$ cat config.mk
export PLATFORM = sky130hd
export DESIGN_NAME = clock_generator_flat
export DESIGN_NICKNAME = d
export VERILOG_FILES = /design/src/pll_clk_pkg.sv /design/src/pll_link_if.sv /design/src/tick_counter.sv /design/src/clock_generator.sv /design/src/flat_wrapper.sv
export VERILOG_INCLUDE_DIRS = /design/src
export SDC_FILE = /design/constraint.sdc
export NUM_CORES = 1
export LEC_CHECK = 0
export ABC_AREA = 0
export BUFFER_PORTS_ARGS = -buffer_cell sky130_fd_sc_hd__buf_2
export CORE_MARGIN = 3
export CORE_UTILIZATION = 25
export CTS_BUF_LIST = sky130_fd_sc_hd__clkbuf_16
export DETAILED_ROUTE_END_ITERATION = 7
export PLACE_DENSITY = 0.51
export SYNTH_ARGS = -nofsm -noshare
export SYNTH_HDL_FRONTEND = slang
export SYNTH_SLANG_ARGS = --single-unit
$ cat constraint.sdc
create_clock -name clk -period 2.6 [get_ports clk]
set_input_delay 0 -clock clk [delete_from_list [all_inputs] [get_ports clk]]
set_output_delay 0 -clock clk [all_outputs]
set_load 0.02 [all_outputs]
$ cat src/pll_clk_params.svh
// Offsets, field positions, reset values and counts for the clock generator
`ifndef PLL_CLK_PARAMS_SVH
`define PLL_CLK_PARAMS_SVH

// Register port widths
`define ADDR_W         3
`define DATA_W         8

// Register offsets on the link register port
`define OFS_CONTROL    3'h0
`define OFS_MULT_HIGH  3'h2
`define OFS_MULT_LOW   3'h3
`define OFS_RANGE      3'h4
`define OFS_DIVIDER    3'h5

// Field positions in the control register
`define BIT_PLL_POWER_ON      5
`define BIT_BCS        4
`define PRE_HI         3
`define PRE_LO         2
`define VPR_HI         1
`define VPR_LO         0

// Reset values; the loop is on at reset so it can settle
`define RST_CONTROL    8'h20
`define RST_MULT_HIGH  8'h00
`define RST_MULT_LOW   8'h40
`define RST_RANGE      8'h40
`define RST_DIVIDER    8'h01

// Multiplier high part width, divider field width
`define MULT_HIGH_W    4
`define DIV_W          4

// Source edges to wait on each side during a changeover
`define XFER_TICKS     2'h3

// Range exponent code that software must never write
`define VPR_FORBIDDEN  2'h3

`endif

$ cat src/pll_clk_pkg.sv
// Types used by the clock generator end of the link
package pll_clk_pkg;

	// Which source feeds the output stage
	typedef enum logic {
		SEL_XTAL,
		SEL_VCO
	} src_type;

	// Changeover sequencer states
	typedef enum logic {
		ST_RUN,
		ST_SWITCH
	} xfer_state_type;

endpackage : pll_clk_pkg

$ cat src/pll_link_if.sv
// Link between the clock generator and the system integration side
`timescale 1ns/1ps
`include "pll_clk_params.svh"

interface pll_link_if;

	// Register port
	logic [`ADDR_W-1:0] reg_addr;
	logic [`DATA_W-1:0] reg_wdata;
	logic               reg_wr;
	logic               reg_rd;
	logic [`DATA_W-1:0] reg_rdata;
	// Base clock, as a level sampled on clk
	logic               base_clock_out;

	// Clock generator end
	modport device (
		input  reg_addr,
		input  reg_wdata,
		input  reg_wr,
		input  reg_rd,
		output reg_rdata,
		output base_clock_out
	);

	// System integration end
	modport host (
		output reg_addr,
		output reg_wdata,
		output reg_wr,
		output reg_rd,
		input  reg_rdata,
		input  base_clock_out
	);

endinterface : pll_link_if

$ cat src/tick_counter.sv
// Counts source edges during a changeover, saturating at the wait count
`timescale 1ns/1ps
`include "pll_clk_params.svh"

module tick_counter (
	// Clock and reset
	input  wire logic clk,
	input  wire logic rst_b,
	// Control
	input  wire logic clear,
	input  wire logic tick,
	// Status
	output logic      done
);

	logic [1:0] count_reg; // Edges seen so far

	// Count edges, hold at the limit, restart on clear
	always_ff @(posedge clk or negedge rst_b) begin
		if (!rst_b) begin
			count_reg <= 2'h0;
		end else if (clear) begin
			count_reg <= 2'h0;
		end else if (tick && !done) begin
			count_reg <= count_reg + 2'h1;
		end
	end

	assign done = (count_reg == `XFER_TICKS);

endmodule : tick_counter

$ cat src/clock_generator.sv
// Clock generator digital side: PLL programming and base clock selector
//
// What this block and the software driving it do
// Zero divider or multiplier behaves as one
// Zero linear range disables PLL, forces crystal
// Changeover waits three crystal, three VCO edges
// Output held still during changeover
// Output divides selected source by two
// VCO cannot be selected while PLL off
// PLL cannot switch off while VCO selected
// PLL on/off and select need separate writes
// Software never writes range exponent three
// Software picks range exponent by VCO band
// Software steps prescaler only when multiplier overflows
// VCO ratio is two-power prescale times multiplier over divider
// Centre frequency is linear times two-power range
// Software writes each field into its register
// Software normally uses 32.768 kHz, divider one
// Select bit picks VCO when set, reset clears
// Programming fields read-only while PLL on
// Select forced clear when PLL off or range zero
// Divider toggles only after changeover, starts low
`timescale 1ns/1ps
`include "pll_clk_params.svh"

module clock_generator
	import pll_clk_pkg::*;
(
	// Clock and reset
	input  wire logic        clk,
	input  wire logic        rst_b,
	// Link to the system integration side
	pll_link_if.device       link,
	// Source clock edges, one-cycle pulses on clk
	input  wire logic        xtal_tick,
	input  wire logic        vco_tick,
	// Settings for the analog loop
	output logic             pll_enable,
	output logic [1:0]       prescale_exp,
	output logic [11:0]      mult_eff,
	output logic [3:0]       divider_eff,
	output logic [14:0]      vco_ratio_num,
	output logic [1:0]       range_exp,
	output logic [7:0]       linear_range,
	output logic [10:0]      vco_center_code,
	// Selector status
	output logic             switching,
	output logic             vco_active
);

	// Programming registers
	logic [7:0]           control_reg;     // Power, select, prescale, range exponent
	logic [7:0]           control_next;    // Control value after this cycle's write
	logic [7:0]           mult_high_reg;   // Multiplier upper part
	logic [7:0]           mult_low_reg;    // Multiplier lower part
	logic [7:0]           range_reg;       // Linear range factor
	logic [7:0]           divider_reg;     // Reference divider
	logic [`DATA_W-1:0]   rdata_reg;       // Read data, one cycle after strobe

	// Decoded control
	logic                 pll_on;          // Power bit
	logic                 sel_vco;         // Base clock select bit
	logic                 range_zero;      // Linear range programmed to zero
	logic                 wr_control;      // Write to control register
	logic                 prog_open;       // Programming registers writable

	// Selector state
	xfer_state_type       state_reg;       // Changeover sequencer
	src_type              active_reg;      // Source currently driving output
	src_type              wanted;          // Source asked for by select bit
	logic                 base_out_reg;    // Divide-by-two output stage
	logic                 vco_live;        // VCO edges, only while loop runs
	logic                 src_tick;        // Edge of the active source
	logic [1:0]           src_ticks;       // Edges per counter
	logic [1:0]           src_done;        // Counter reached wait count

	assign pll_on     = control_reg[`BIT_PLL_POWER_ON];
	assign sel_vco    = control_reg[`BIT_BCS];
	assign range_zero = (range_reg == 8'h00);
	assign wr_control = link.reg_wr && (link.reg_addr == `OFS_CONTROL);
	// Loop registers lock once the loop is powered
	assign prog_open  = !pll_on;

	// Loop powered only with a usable range factor
	assign pll_enable = pll_on && !range_zero;

	// Control register next value with the power/select interlocks
	always_comb begin
		control_next = control_reg;
		if (wr_control) begin
			// Power cannot drop while the select bit picks the VCO
			control_next[`BIT_PLL_POWER_ON] = sel_vco ? 1'b1 : link.reg_wdata[`BIT_PLL_POWER_ON];
			// Select may only follow an already-running loop
			if (pll_on && !range_zero) begin
				control_next[`BIT_BCS] = link.reg_wdata[`BIT_BCS];
			end else begin
				control_next[`BIT_BCS] = 1'b0;
			end
			// A write that flips power leaves select alone
			if (control_next[`BIT_PLL_POWER_ON] != pll_on) begin
				control_next[`BIT_BCS] = sel_vco;
			end
			// Prescale and range exponent frozen while powered
			if (prog_open) begin
				control_next[`PRE_HI:`PRE_LO] = link.reg_wdata[`PRE_HI:`PRE_LO];
				control_next[`VPR_HI:`VPR_LO] = link.reg_wdata[`VPR_HI:`VPR_LO];
			end
		end
		// Select cannot stand without power and range
		if (!control_next[`BIT_PLL_POWER_ON] || range_zero) begin
			control_next[`BIT_BCS] = 1'b0;
		end
	end

	// Control register; reset leaves power on and select clear
	always_ff @(posedge clk or negedge rst_b) begin
		if (!rst_b) begin
			control_reg <= `RST_CONTROL;
		end else begin
			control_reg <= control_next;
		end
	end

	// Loop programming registers, ignored writes while powered
	always_ff @(posedge clk or negedge rst_b) begin
		if (!rst_b) begin
			mult_high_reg <= `RST_MULT_HIGH;
			mult_low_reg  <= `RST_MULT_LOW;
			range_reg     <= `RST_RANGE;
			divider_reg   <= `RST_DIVIDER;
		end else if (link.reg_wr && prog_open) begin
			if (link.reg_addr == `OFS_MULT_HIGH) begin
				// Only the low nibble is implemented
				mult_high_reg <= {4'h0, link.reg_wdata[`MULT_HIGH_W-1:0]};
			end else if (link.reg_addr == `OFS_MULT_LOW) begin
				mult_low_reg <= link.reg_wdata;
			end else if (link.reg_addr == `OFS_RANGE) begin
				range_reg <= link.reg_wdata;
			end else if (link.reg_addr == `OFS_DIVIDER) begin
				divider_reg <= {4'h0, link.reg_wdata[`DIV_W-1:0]};
			end
		end
	end

	// Read port; unmapped offsets read zero
	always_ff @(posedge clk or negedge rst_b) begin
		if (!rst_b) begin
			rdata_reg <= 8'h00;
		end else if (link.reg_rd) begin
			if (link.reg_addr == `OFS_CONTROL) begin
				rdata_reg <= control_reg;
			end else if (link.reg_addr == `OFS_MULT_HIGH) begin
				rdata_reg <= mult_high_reg;
			end else if (link.reg_addr == `OFS_MULT_LOW) begin
				rdata_reg <= mult_low_reg;
			end else if (link.reg_addr == `OFS_RANGE) begin
				rdata_reg <= range_reg;
			end else if (link.reg_addr == `OFS_DIVIDER) begin
				rdata_reg <= divider_reg;
			end else begin
				rdata_reg <= 8'h00;
			end
		end
	end

	assign link.reg_rdata = rdata_reg;

	// Settings for the analog loop, registered so they never glitch
	always_ff @(posedge clk or negedge rst_b) begin
		if (!rst_b) begin
			prescale_exp    <= 2'h0;
			mult_eff        <= 12'h001;
			divider_eff     <= 4'h1;
			vco_ratio_num   <= 15'h0001;
			range_exp       <= 2'h0;
			linear_range    <= 8'h00;
			vco_center_code <= 11'h000;
		end else begin
			prescale_exp <= control_reg[`PRE_HI:`PRE_LO];
			range_exp    <= control_reg[`VPR_HI:`VPR_LO];
			linear_range <= range_reg;
			// Zero multiplier or divider would stall the loop
			if ({mult_high_reg[3:0], mult_low_reg} == 12'h000) begin
				mult_eff <= 12'h001;
			end else begin
				mult_eff <= {mult_high_reg[3:0], mult_low_reg};
			end
			if (divider_reg[3:0] == 4'h0) begin
				divider_eff <= 4'h1;
			end else begin
				divider_eff <= divider_reg[3:0];
			end
			// Feedback ratio numerator; loop divides it by divider_eff
			vco_ratio_num <= 15'(mult_eff) << control_reg[`PRE_HI:`PRE_LO];
			// Centre of range in steps of the nominal frequency
			vco_center_code <= 11'(range_reg) << control_reg[`VPR_HI:`VPR_LO];
		end
	end

	// VCO edges ignored while the loop is off or disabled
	assign vco_live = vco_tick && pll_enable;
	assign wanted   = sel_vco ? SEL_VCO : SEL_XTAL;
	assign src_tick = (active_reg == SEL_VCO) ? vco_live : xtal_tick;

	// Crystal counter at index 0, VCO counter at index 1
	assign src_ticks = {vco_live, xtal_tick};

	// One edge counter per source for the changeover wait
	for (genvar g = 0; g < 2; g++) begin : g_wait
		tick_counter u_wait (
			.clk   (clk),
			.rst_b (rst_b),
			.clear (state_reg == ST_RUN),
			.tick  (src_ticks[g]),
			.done  (src_done[g])
		);
	end

	// Changeover sequencer; new source only after both sides settle
	always_ff @(posedge clk or negedge rst_b) begin
		if (!rst_b) begin
			state_reg  <= ST_RUN;
			active_reg <= SEL_XTAL;
		end else begin
			case (state_reg)
				ST_RUN: begin
					if (wanted != active_reg) begin
						state_reg <= ST_SWITCH;
					end
				end
				ST_SWITCH: begin
					// Three edges of each source seen
					if (src_done == 2'b11) begin
						active_reg <= wanted;
						state_reg  <= ST_RUN;
					end
				end
				default: begin
					state_reg <= ST_RUN;
				end
			endcase
		end
	end

	// Output stage; frozen while a changeover is pending
	always_ff @(posedge clk or negedge rst_b) begin
		if (!rst_b) begin
			base_out_reg <= 1'b0;
		end else if (state_reg == ST_RUN && wanted == active_reg && src_tick) begin
			base_out_reg <= !base_out_reg;
		end
	end

	assign link.base_clock_out = base_out_reg;
	assign switching           = (state_reg == ST_SWITCH) || (wanted != active_reg);
	assign vco_active          = (active_reg == SEL_VCO);

endmodule : clock_generator

$ cat src/flat_wrapper.sv
// flat-port wrapper written by rule: the top's interface ports become plain ports
module clock_generator_flat import pll_clk_pkg::*;
  (clk, rst_b, xtal_tick, vco_tick, pll_enable, prescale_exp, mult_eff, divider_eff, vco_ratio_num, range_exp, linear_range, vco_center_code, switching, vco_active, link_reg_addr, link_reg_wdata, link_reg_wr, link_reg_rd, link_reg_rdata, link_base_clock_out);
  pll_link_if link_i ();
  input  wire logic clk;
  input  wire logic rst_b;
  input  wire logic xtal_tick;
  input  wire logic vco_tick;
  output logic pll_enable;
  output logic [1:0] prescale_exp;
  output logic [11:0] mult_eff;
  output logic [3:0] divider_eff;
  output logic [14:0] vco_ratio_num;
  output logic [1:0] range_exp;
  output logic [7:0] linear_range;
  output logic [10:0] vco_center_code;
  output logic switching;
  output logic vco_active;
  input wire logic [$bits(link_i.reg_addr)-1:0] link_reg_addr;
  input wire logic [$bits(link_i.reg_wdata)-1:0] link_reg_wdata;
  input wire logic [$bits(link_i.reg_wr)-1:0] link_reg_wr;
  input wire logic [$bits(link_i.reg_rd)-1:0] link_reg_rd;
  output wire logic [$bits(link_i.reg_rdata)-1:0] link_reg_rdata;
  output wire logic [$bits(link_i.base_clock_out)-1:0] link_base_clock_out;
  assign link_i.reg_addr = link_reg_addr;
  assign link_i.reg_wdata = link_reg_wdata;
  assign link_i.reg_wr = link_reg_wr;
  assign link_i.reg_rd = link_reg_rd;
  assign link_reg_rdata = link_i.reg_rdata;
  assign link_base_clock_out = link_i.base_clock_out;
  clock_generator u_core (.clk(clk), .rst_b(rst_b), .link(link_i), .xtal_tick(xtal_tick), .vco_tick(vco_tick), .pll_enable(pll_enable), .prescale_exp(prescale_exp), .mult_eff(mult_eff), .divider_eff(divider_eff), .vco_ratio_num(vco_ratio_num), .range_exp(range_exp), .linear_range(linear_range), .vco_center_code(vco_center_code), .switching(switching), .vco_active(vco_active));
endmodule
Yosys cells after proc, flatten, opt, wreduce, memory -nomap -nowiden
Cells that the tools add are included.
{"block": "op_classes", "n_addsub": 2, "n_eq_ne": 13, "n_shift": 2, "n_mux": 22, "bitwise_logic": 5, "n_reduce_logical": 28}
{"op": "2-to-1 mux 8 bit", "count": 4}
{"op": "<< shifter 12 x 2 -> 15 bit", "count": 1}
{"op": "logical NOT 12 bit", "count": 1}
{"op": "2-to-1 mux 12 bit", "count": 1}
{"op": "2-to-1 mux 4 bit", "count": 3}
{"op": "<< shifter 8 x 2 -> 11 bit", "count": 1}
{"op": "logical AND 1 bit", "count": 8}
{"op": "logical NOT 8 bit", "count": 1}
{"op": "2-to-1 mux 1 bit", "count": 8}
{"op": "2-to-1 mux 2 bit", "count": 4}
{"op": "AND reduction 2 bit", "count": 4}
{"op": "equality test 2 bit (second input constant)", "count": 3}
{"op": "equality test 3 x 2 -> 1 bit (second input constant)", "count": 2}
{"op": "equality test 3 bit (second input constant)", "count": 2}
{"op": "logical NOT 1 bit", "count": 6}
{"op": "2-to-1 mux 6 bit", "count": 1}
{"op": "!= test 2 bit (second input constant)", "count": 3}
{"op": "NOT 1 bit", "count": 5}
{"op": "AND reduction 5 bit", "count": 1}
{"op": "adder 2 x 1 -> 2 bit (second input constant)", "count": 2}
{"op": "logical NOT 4 bit", "count": 1}
{"op": "AND reduction 4 bit", "count": 1}
{"op": "logical NOT 3 bit", "count": 1}
{"op": "AND reduction 3 bit", "count": 1}
{"op": "other kinds (5)", "count": 7}
{"block": "totals", "reg_bits": 99, "input_bits": 17, "output_inout_bits": 66, "wordCells": 92}

Depth between registers and ports, before layout
Gate-level depths: netlist of the first run.
{"block": "logic_depth", "ltp_word": 10, "mapped_depth": 5, "ltp_nobuf": 4}

Modules after synthesis
Synthesis of the first run repeated with hierarchy kept, for this count alone.
{"block": "unflattened", "hier_cells": 315, "area_unflattened_um2": 4184.0}
{"module": "clock_generator", "instances": 1, "cells_per_inst": 295, "area_each_um2": 3936.3, "seq_area_each_um2": 2386.0}
{"module": "tick_counter", "instances": 2, "cells_per_inst": 10, "area_each_um2": 123.9, "seq_area_each_um2": 50.0}

Worst setup path after synthesis of the first run
OpenSTA, ideal clock, no wires.
{"block": "synth_path", "path_type": "register to register", "from": "register u_core.control_reg[5]", "to": "register u_core.range_reg[0]", "setup_time_ns": 0.125, "arrival_ns": 1.315, "t_required_ns": 2.475, "slack_ns": 1.160, "stages_incl_launch_ff": 6, "n_path_buf": 2, "synth_period_minus_slack_ns": 1.440, "cell_sequence": "dfstp_2 > buf_6 > nor2b_4 > and4bb_1 > buf_6 > mux2_2"}
{"block": "synth_via", "elab_chain_len": 3}
{"element": "start: declaration", "line_no": "clock_generator.sv:52", "rtl": "logic [7:0] control_reg;"}
{"element": "start signal: assignment", "line_no": "clock_generator.sv:118", "rtl": "control_reg <= `RST_CONTROL;"}
{"element": "start signal: assignment", "line_no": "clock_generator.sv:120", "rtl": "control_reg <= control_next;"}
{"element": "logical NOT 1 bit", "line_no": "clock_generator.sv:82", "rtl": "assign prog_open = !pll_on;"}
{"element": "logical AND 1 bit", "line_no": "clock_generator.sv:131", "rtl": "end else if (link.reg_wr && prog_open) begin"}
{"element": "AND reduction 4 bit (no source line)"}
{"element": "end signal: assignment", "line_no": "clock_generator.sv:129", "rtl": "range_reg <= `RST_RANGE;"}
{"element": "end signal: assignment", "line_no": "clock_generator.sv:138", "rtl": "range_reg <= link.reg_wdata;"}
{"element": "end: declaration", "line_no": "clock_generator.sv:56", "rtl": "logic [7:0] range_reg;"}
Every way passes these cells.
A chain may end at the register's enable or synchronous reset.

Worst setup path in the final report of the first run
{"block": "layout_path", "from": "register u_core.control_reg[2]", "to": "register u_core.vco_ratio_num[4]"}
{"block": "layout_via", "elab_chain_len": 1}
{"element": "<< shifter 12 x 2 -> 15 bit", "line_no": "clock_generator.sv:194", "rtl": "vco_ratio_num <= 15'(mult_eff) << control_reg[`PRE_HI:`PRE_LO];"}
{"element": "end signal: assignment", "line_no": "clock_generator.sv:194"}
{"element": "end: declaration", "line_no": "clock_generator.sv:42", "rtl": "output logic [14:0] vco_ratio_num,"}
Every way passes these cells.

==> flow_summary.ini, run 1 <==
[die]
placementRows = 46
die_y_um = 135
die_w_um = 135
die-area_um2 = 18100
coreArea_um2 = 16100
initial_core_util_pct = 25.8
io_pins = 83

[sta]
fmax_ghz = 0.618
fin_setup_tns_ns = 0
fin_crit_ns = 1.62
setup_viol = 0
final-hold-violation-count = 0
worst_pin_slew_ns = 0.840
fin_skew_ns = 0.0109
fin_crit_sh_pct = 62.2
slew_headroom_pct = 44.0
drv_slew = 0
grt_setup_unrepaired = false

[logic_synthesis]
yosysUniqueCellTypes = 46
yosysSeqAreaShare_pct = 60.0
synth-edff-count = 0
syn_avg_cell_area_um2 = 13.5
synth_area_um2 = 4140
yosysWarnings = 0
synthArstFlopShare_pct = 100
netlist.area_leader.share_pct = 55.6
syn_nets = 325
synthCells = 306
synth_ff_type = dfrtp_1
synth.area.top_cells = dfrtp_1 56%, mux2_2 8.2%, mux2i_1 5.3%
yosys.area.top_type = dfrtp_1
ys_ff_latch = 99

[clocking]
clockBufferDepth = 2
h-tree-depth = 3
cts.sinks = 99
clk_pin_slew_ns = 0.07
cts_tree = yes
clockRootBuffer = clkbuf_16
ctsResizeCount = 0
clk-insertion-delay-late_ns = 0.35
cts_buffers = 9

[detailed_routing]
drtIter0Drc = 151
via_count = 2642
via_per_inst = 4.37
ant_nets = 0
firstDrtPassIters = 4
drt-wirelength-per-cell_um = 16.1
wl_um = 9710
drc_errors = 0

[critical_path]
crit_buf_inv = 0
cp.arrival_ns = 1.84
r2r_cells = 1
cp.required_ns = 2.82
startpoint_type = flop
end_kind = flop
cp.depth = 1
regToRegSetupSlack_ns = 0.98
crit_chain = mux4_2
critical-path-top-delay-family = flip-flops
crit_fanout = 22
path_class = flop to flop
critPathMaxStageDelay_ns = 0.89
slowest_stage = dfrtp_1

[global_route]
gr-total-overflow = 0
grtUsageTotal_pct = 11.3
antenna_found_initial = 0
grt_pass1_wl_um = 15900
grt_max_degree = 54
first_global_vias = 2811

[power]
p_switching_w = 0.00175
clkPwrFrac_pct = 25.6
swShare_pct = 35.4
p_seq_share_pct = 47.5
power.density_nw_per_um2 = 969
comb_power_share_pct = 26.9
p_leak_nw = 2.34
ir_worst_vdd_mv = 0.385
cellInternalPower_w = 0.00319

[placement]
dp.cells = 578
portBuffers = 82
dp_hpwl_um = 7030
routabilityCongestion = 0.769

[layout]
layout-drive-gt1-share_pct = 39.3
syn_to_final_growth_pct = 23.0
largest_reg_flops = 15
finish.utilization_pct = 31.7
final_cells = 605
insertedDiodeCount = 0
top_register = u_core.vco_ratio_num
final_nets = 403
reg_top3 = u_core.vco_ratio_num: 15 flops, u_core.mult_eff: 12 flops, u_core.vco_center_code: 11 flops

[flow_run]
cap_violations = 0

[status]
outcome = finished, final reports clean

[min_path]
hold_depth = 2
hold_path_class = input pin to flop
cell families (layout without fill, tap and decap cells):
logic type / after synthesis / in the layout / synth area share [%]
buffers and inverters: 34 / 117 / 4.11
flip-flops: 99 / 99 / 60.0
AO/OA/AOI/OAI: 50 / 50 / 7.52
XOR/XNOR: 4 / 4 / 0.846
AND/OR/NAND/NOR: 59 / 59 / 10.2
adder cells (fa/ha/maj): 2 / 2 / 0.604
multiplexers: 58 / 58 / 16.7
power groups by stage:
stage	Sequential (W)	Clock, W	Combinational [W]
after detailed placement	0.00239	0	0.00134
after global routing	0.00242	0.00137	0.00145
after CTS	0.00236	0.00130	0.00136
after floorplan	0.00260	0	0.000605
after global placement	0.00239	0	0.00132
final	0.00234	0.00126	0.00133
metal layers:
| metal | track usage [%] | vias to the layer above | wire (µm) |
|---|---|---|---|
| met3 | 2.31 | 11 | 465 |
| met2 | 18.0 | 64 | 4630 |
| li1 | - | 1239 | - |
| met5 | 0 | - | 0 |
| met4 | 5.09 | 0 | 189 |
| met1 | 15.0 | 1328 | 4420 |
Yosys cell counts (5+ instances only):
library cell and instances:
o21ai_0 14, buf_2 7, dfrtp_1 92, dfstp_2 7, nand2_1 7, mux2i_1 22
nor2_1 10, a21oi_1 11, clkbuf_1 15, inv_1 6, mux4_2 6, a22oi_1 5
mux2_2 30, nor2b_1 11
worst paths after layout:
| path | start | end |
|---|---|---|
| max in group asynchronous | rst_b | u_core.vco_ratio_num[0] |
| worst min register to register | u_core.mult_low_reg[6] | u_core.mult_eff[6] |
| min in group asynchronous | rst_b | u_core.mult_low_reg[4] |
| worst max register to register | u_core.control_reg[2] | u_core.vco_ratio_num[4] |
| worst min-delay path | link_reg_rd | u_core.link.reg_rdata[6] |
| worst max-delay path | u_core.control_reg[2] | u_core.vco_ratio_num[4] |
cells in the final DEF (no fill, tap or decap), types with 7 or more instances in the layout:
cell type	count
nand2_1	7
buf_2	81
mux2i_1	22
a21oi_1	11
clkbuf_16	9
o21ai_0	14
dfrtp_1	92
nor2_1	10
mux2_2	30
nor2b_1	11
dfstp_2	7
dlygate4sd3_1	11
inv_1	7
metrics by stage:
step           total power (W)  worst slack, ns  cell area, µm²  hold WS (ns)
2_1_floorplan          0.00320             1.16            4140        -0.296
3_3_place_gp           0.00370             1.01            4700        0.0994
3_5_place_dp           0.00373            0.978            4700         0.117
4_1_cts                0.00503            0.968            5090        0.0557
5_1_grt                0.00524            0.873            5090        0.0892
6_report               0.00494            0.983            5090        0.0626
final cells by class:
class	count	area, µm²
repair buffers	95	551
clock inverters	7	55.1
fillers	1632	11000
inverters	6	22.5
flip-flops and latches	99	2490
clock buffers	9	225
multi-input cells	173	1490
well taps	216	270
what timing repair did:
action	CTS	global route
endpoints found under the hold margin	76	0
buffers inserted	0	0
hold buffers	11	0
Power figures use the tool's default switching activity.
==> run 2, diff against run 1 <==
--- a/config.mk
+++ b/config.mk
@@ -12,7 +12,7 @@
 export CORE_UTILIZATION = 25
 export CTS_BUF_LIST = sky130_fd_sc_hd__clkbuf_16
 export DETAILED_ROUTE_END_ITERATION = 7
-export PLACE_DENSITY = 0.51
+export PLACE_DENSITY = 0.52
 export SYNTH_ARGS = -nofsm -noshare
 export SYNTH_HDL_FRONTEND = slang
 export SYNTH_SLANG_ARGS = --single-unit
==> constraint.sdc (replaced) <==
create_clock -name clk -period 1.35 [get_ports clk]
set_input_delay 0 -clock clk [delete_from_list [all_inputs] [get_ports clk]]
set_output_delay 0 -clock clk [all_outputs]
set_load 0.02 [all_outputs]
==> run 2 against run 1 <==
  * The run now ends with negative setup slack left
  * Critical path depth up 3
  * Combinational power up 140%
  * Clock power up 98%
  * Largest power group unchanged
  * Non-clock buffer count up 27
  * Sequential share of layout area down 3.1 points
==> flow_summary.ini, run 2 (synthesis gave the netlist of run 1 again) <==
[detailed_routing]
wl_met3_um = 580
drc_errors = 0
via_per_inst = 4.33
wl_um = 10300
drt-wirelength-per-cell_um = 16.3
wl_met1_um = 4680
top_layer = met5
ant_nets = 0
routed-wl-met2_um = 4830
firstDrtPassIters = 4
via_count = 2735
drtIter0Drc = 87

[min_path]
hold_path_class = input pin to flop
hold_depth = 2

[die]
coreArea_um2 = 16100
placementRows = 46
die_y_um = 135
die-area_um2 = 18100
die_w_um = 135
io_pins = 83
initial_core_util_pct = 25.8

[global_route]
grtUsageTotal_pct = 11.8
grt_max_degree = 56
antenna_found_initial = 1
gr-total-overflow = 0
first_global_vias = 3019
grt_pass1_wl_um = 16900

[layout]
reg_top3 = u_core.vco_ratio_num: 15 flops, u_core.mult_eff: 12 flops, u_core.vco_center_code: 11 flops
layout-drive-gt1-share_pct = 45.9
final_nets = 430
final_common_cell = dfrtp_1
n_fill_cell = 1575
multi_input_area_um2 = 1590
seqCellArea_um2 = 2490
finalInstanceArea_um2 = 5450
final_cell_mix = 90 x dfrtp_1, 79 x buf_2, 28 x buf_4
insertedDiodeCount = 0
largest_reg_flops = 15
syn_to_final_growth_pct = 31.6
finish.utilization_pct = 33.9
final_cells = 632
top_register = u_core.vco_ratio_num

[placement]
routabilityCongestion = 0.826
dpl-instance-area_um2 = 4930
dp_hpwl_um = 7490
post-place-ws_ns = -0.0789
portBuffers = 82
dp.cells = 601

[critical_path]
regToRegEndpoint = u_core.range_reg[1]
end_kind = output port
path_class = flop to output port
r2r_cells = 4
startpoint_type = flop
crit_fanout = 2
cp.required_ns = 1.35
regToRegSetupSlack_ns = -0.09
crit_end = pll_enable
crit_start = u_core.range_reg[4]
rr_startpoint = u_core.control_reg[5]
cp.arrival_ns = 1.45

[power]
ir_worst_vdd_mv = 0.615
p_leak_nw = 2.58
power.density_nw_per_um2 = 1850

[flow_run]
cap_violations = 0

[status]
outcome = complete, but fails checks
violations = negative setup slack

[sta]
fin_setup_tns_ns = -1.05
fin_crit_ns = 1.45
setup_viol = 23
fin_crit_sh_pct = 107
grt_setup_unrepaired = true
timing.final.ws_setup_ns = -0.101
drv_slew = 0
worst_pin_slew_ns = 0.629
final-hold-violation-count = 0
slew_headroom_pct = 58.1
fmax_ghz = 0.689
fin_skew_ns = 0.00705

[clocking]
clockRootBuffer = clkbuf_16
cts_buffers = 9
cts.sinks = 99
h-tree-depth = 3
clk_pin_slew_ns = 0.07
cts_tree = yes
clockBufferDepth = 2
clk-insertion-delay-late_ns = 0.34
run 2: cell count changes in the layout (fill, tap and decap cells not counted), sizes merged:
| cell | delta |
|---|---|
| buf | +31 |
| dlygate4sd3 | -4 |
| inv | +2 |
| clkinv | -1 |
| clkinvlp | -1 |
run 2: area by class of cell:
type	instances	area share, %
inverter	6	0.413
clock buffer	9	4.13
clock inverter	7	1.22
tap	216	4.96
timing repair buffer	122	14.5
multi-input combinational	173	29.1
sequential	99	45.7
run 2: worst min-delay path by stage:
stage	from	endpoint	slack [ns]
6_report	link_reg_wdata[0]	u_core.mult_high_reg[0]	0.01
5_1_grt	link_reg_wdata[3]	u_core.divider_reg[3]	0.004
4_1_cts	link_reg_rd	u_core.link.reg_rdata[4]	0.01
3_5_place_dp	rst_b	u_core.vco_ratio_num[9]	0.002
3_3_place_gp	rst_b	u_core.vco_ratio_num[9]	0.001
2_1_floorplan	rst_b	u_core.control_reg[0]	-0.30
run 2: layer usage:
layer  vias up  global-route usage (%)
li1       1297                       -
met1      1360                    15.7
met2        58                    18.3
met3        18                    3.54
met4         2                    4.58
met5         -                       0
run 2: critical path: stages (launching register included):
cell      delay [ns]
dfrtp_1         0.41
nor4_4          0.33
buf_4           0.19
a21boi_4        0.06
buf_6           0.13
run 2: power breakdown:
part           switching (W)  internal, W  total, W
clock network        0.00119      0.00130   0.00249
logic                0.00177      0.00146   0.00323
registers           0.000561      0.00378   0.00434
run 2: per-stage QoR:
step	power, W	hold slack (ns)
after floorplan	0.00621	-0.296
after global placement	0.00741	0.00119
after detailed placement	0.00747	0.00203
after CTS	0.0102	0.0102
after global routing	0.0107	0.00424
final	0.0101	0.0104
run 2: timing repair:
item | 4_1_cts | 5_1_grt
endpoints found under the hold margin | 114 | 0
hold buffers | 7 | 0
pin swaps | 9 | 2
gates cloned | 0 | 0
buffers inserted | 7 | 1
endpoints found under the setup margin | 24 | 34
gates resized for setup | 23 | 7
==> run 3, diff against run 2 <==
--- a/config.mk
+++ b/config.mk
@@ -15,4 +15,5 @@
 export PLACE_DENSITY = 0.52
 export SYNTH_ARGS = -nofsm -noshare
 export SYNTH_HDL_FRONTEND = slang
+export SYNTH_HIERARCHICAL = 1
 export SYNTH_SLANG_ARGS = --single-unit
==> run 3 against run 2 <==
  * The run still ends with negative setup slack left
  * Die area increased by 0.97%
  * Clock skew fell by 0.0016 ns
  * Via count increased by 5.1%
  * First-iteration DRC count grew 31%
  * Combinational power increased by 2%
  * Clock power is 4% higher
  * Cell area grew 2.6%
  * Sequential share of layout area decreased by 1.2 points
  * Synthesized cell count grew 2.9%
  * Critical endpoint is now u_core/g_wait[1].u_wait/count_reg[0]
  * Largest power group unchanged
==> flow_summary.ini, run 3 <==
[status]
violations = negative setup slack
outcome = complete, but fails checks

[power]
comb_power_share_pct = 32.4
power.density_nw_per_um2 = 1820
swShare_pct = 34.0
p_switching_w = 0.00346
ir_worst_vdd_mv = 0.573
cellInternalPower_w = 0.00672
p_leak_nw = 2.63
clkPwrFrac_pct = 25.4
p_seq_share_pct = 42.2

[clocking]
clk-insertion-delay-late_ns = 0.35
cts_tree = yes
cts.sinks = 99
cts_buffers = 9
clockRootBuffer = clkbuf_16
clockBufferDepth = 2
clk_pin_slew_ns = 0.07
h-tree-depth = 3

[critical_path]
end_kind = flop
crit_fanout = 3
path_class = flop to flop
cp.required_ns = 1.58
regToRegEndpoint = u_core/g_wait[1].u_wait/count_reg[0]
rr_startpoint = u_core/range_reg[1]
startpoint_type = flop
r2r_cells = 5
cp.arrival_ns = 1.82
regToRegSetupSlack_ns = -0.24

[detailed_routing]
drt-wirelength-per-cell_um = 16.1
firstDrtPassIters = 4
via_count = 2874
ant_nets = 0
drtIter0Drc = 114
wl_um = 10400
drc_errors = 0
via_per_inst = 4.46

[die]
io_pins = 83
initial_core_util_pct = 26.0
placementRows = 46
die_y_um = 135
coreArea_um2 = 16100
die_w_um = 135
die-area_um2 = 18300

[logic_synthesis]
synth.area.top_cells = dfrtp_1 55%, mux2_2 8.1%, dfstp_2 4.4%
synth_ff_type = dfrtp_1
yosys.area.top_type = dfrtp_1
syn_nets = 334
synth_area_um2 = 4180
synthTopCellsByCount = 92 x dfrtp_1, 30 x mux2_2, 22 x o21ai_0
yosysMostFrequentCell = dfrtp_1
yosysUniqueCellTypes = 46
yosysSeqAreaShare_pct = 59.4
syn_avg_cell_area_um2 = 13.3
synth-edff-count = 0
netlist.area_leader.share_pct = 55.0
synthArstFlopShare_pct = 100
yosysWarnings = 6
ys_ff_latch = 99
synthCells = 315

[sta]
fin_setup_tns_ns = -2.12
drv_slew = 0
whs_ns = 0.0112
fmax_ghz = 0.629
fin_crit_sh_pct = 118
grt_setup_unrepaired = true
setup_viol = 22
fin_crit_ns = 1.59
final-hold-violation-count = 0
slew_headroom_pct = 69.2
worst_pin_slew_ns = 0.459
timing.final.ws_setup_ns = -0.239
fin_skew_ns = 0.00547

[min_path]
hold_path_class = input pin to flop
hold_depth = 2
min_to = u_core/mult_high_reg[2]
min_from = link_reg_wdata[2]

[layout]
top_register = u_core/vco_ratio_num
largest_reg_flops = 15
final_nets = 442
syn_to_final_growth_pct = 33.7
reg_top3 = u_core/vco_ratio_num: 15 flops, u_core/mult_eff: 12 flops, u_core/vco_center_code: 11 flops
n_fill_cell = 1609
final_cells = 645
final_cell_mix = 90 x dfrtp_1, 81 x buf_2, 29 x mux2_4
final_common_cell = dfrtp_1
finalInstanceArea_um2 = 5590
layout-drive-gt1-share_pct = 47.0

[global_route]
grt_max_degree = 43
antenna_found_initial = 2
grt_pass1_wl_um = 16300
first_global_vias = 2884
grtUsageTotal_pct = 11.5
gr-total-overflow = 0

[placement]
dp.cells = 611
routabilityCongestion = 0.745
portBuffers = 82
dpl-instance-area_um2 = 5010
dp_hpwl_um = 7560

[flow_run]
cap_violations = 0
-- run 3: cell types whose count changed after synthesis, moves of 3 or more --
cell / before / now
o21ai_0: 14 / 22
mux2i_1: 22 / 16
o21ai_1: 4 / 0
nand2_1: 7 / 10
nor2_1: 10 / 13
-- run 3: area by class of cell --
type | count | area, µm² | share of cell area [%]
repair buffers | 126 | 823 | 14.7
flip-flops and latches | 99 | 2490 | 44.5
clock inverters | 7 | 77.6 | 1.39
well taps | 216 | 270 | 4.83
multi-input cells | 180 | 1680 | 30.0
clock buffers | 9 | 225 | 4.03
diodes | 1 | 2.50 | 0.0447
inverters | 7 | 26.3 | 0.470
-- run 3: worst max path at each step --
| stage | startpoint | slack [ns] | to |
|---|---|---|---|
| final | u_core/range_reg[1] | -0.24 | u_core/g_wait[1].u_wait/count_reg[0] |
| after global routing | u_core/range_reg[1] | -0.29 | u_core/g_wait[1].u_wait/count_reg[0] |
| after CTS | u_core/range_reg[4] | -0.26 | u_core/g_wait[1].u_wait/count_reg[0] |
| after detailed placement | u_core/range_reg[5] | -0.31 | u_core/g_wait[1].u_wait/count_reg[0] |
| after global placement | u_core/range_reg[5] | -0.25 | u_core/g_wait[1].u_wait/count_reg[0] |
| after floorplan | u_core/range_reg[1] | -0.18 | u_core/g_wait[1].u_wait/count_reg[0] |
-- run 3: metrics by stage --
step | power, W | worst slack, ns | utilization [%]
global route | 0.0107 | -0.292 | 34.7
CTS | 0.0103 | -0.258 | 34.3
finish | 0.0102 | -0.239 | 34.7
global placement | 0.00746 | -0.250 | 31.1
floorplan | 0.00623 | -0.176 | -
detailed placement | 0.00751 | -0.305 | 31.1
-- run 3: kinds of logic (layout without fill, tap and decap cells) --
kind of cell    count (synthesis)  in the layout  synth area share (%)
flops                          99             99                  59.4
compound gates                 50             50                  7.21
other cells                     0              1                     0
buf+inv                        36            149                  4.22
mux                            56             56                  16.9
simple gates                   70             70                  11.2
fa+ha+maj                       2              2                 0.598
xor+xnor                        2              2                 0.419
-- run 3: metal layers --
layer  vias to the layer above  part of all wire [%]  track usage, %
li1                       1327                     -               -
met1                      1450                    45            15.5
met2                        77                    47            17.8
met3                        16                   5.8            2.82
met4                         4                   1.9            4.87
met5                         -                  0.27               0
-- run 3: what timing repair did --
action / in CTS / in global routing
pin swaps: 6 / 3
resized for setup: 23 / 12
buffers inserted: 7 / 3
endpoints found under the hold margin: 113 / 0
endpoints found under the setup margin: 31 / 32
hold buffers: 8 / 0
-- run 3: power groups by stage --
| stage | clock network [W] | logic, W | registers (W) |
|---|---|---|---|
| after CTS | 0.00266 | 0.00330 | 0.00431 |
| after global routing | 0.00279 | 0.00355 | 0.00440 |
| after global placement | 0 | 0.00313 | 0.00433 |
| after floorplan | 0 | 0.00125 | 0.00497 |
| final | 0.00258 | 0.00330 | 0.00430 |
| after detailed placement | 0 | 0.00318 | 0.00433 |
-- run 3: critical path: stages (launching register included) --
cell     delay (ns)
dfrtp_1        0.41
nor4_4         0.34
nand2_1        0.14
and3_4         0.17
nor2b_4        0.12
mux2_4         0.29
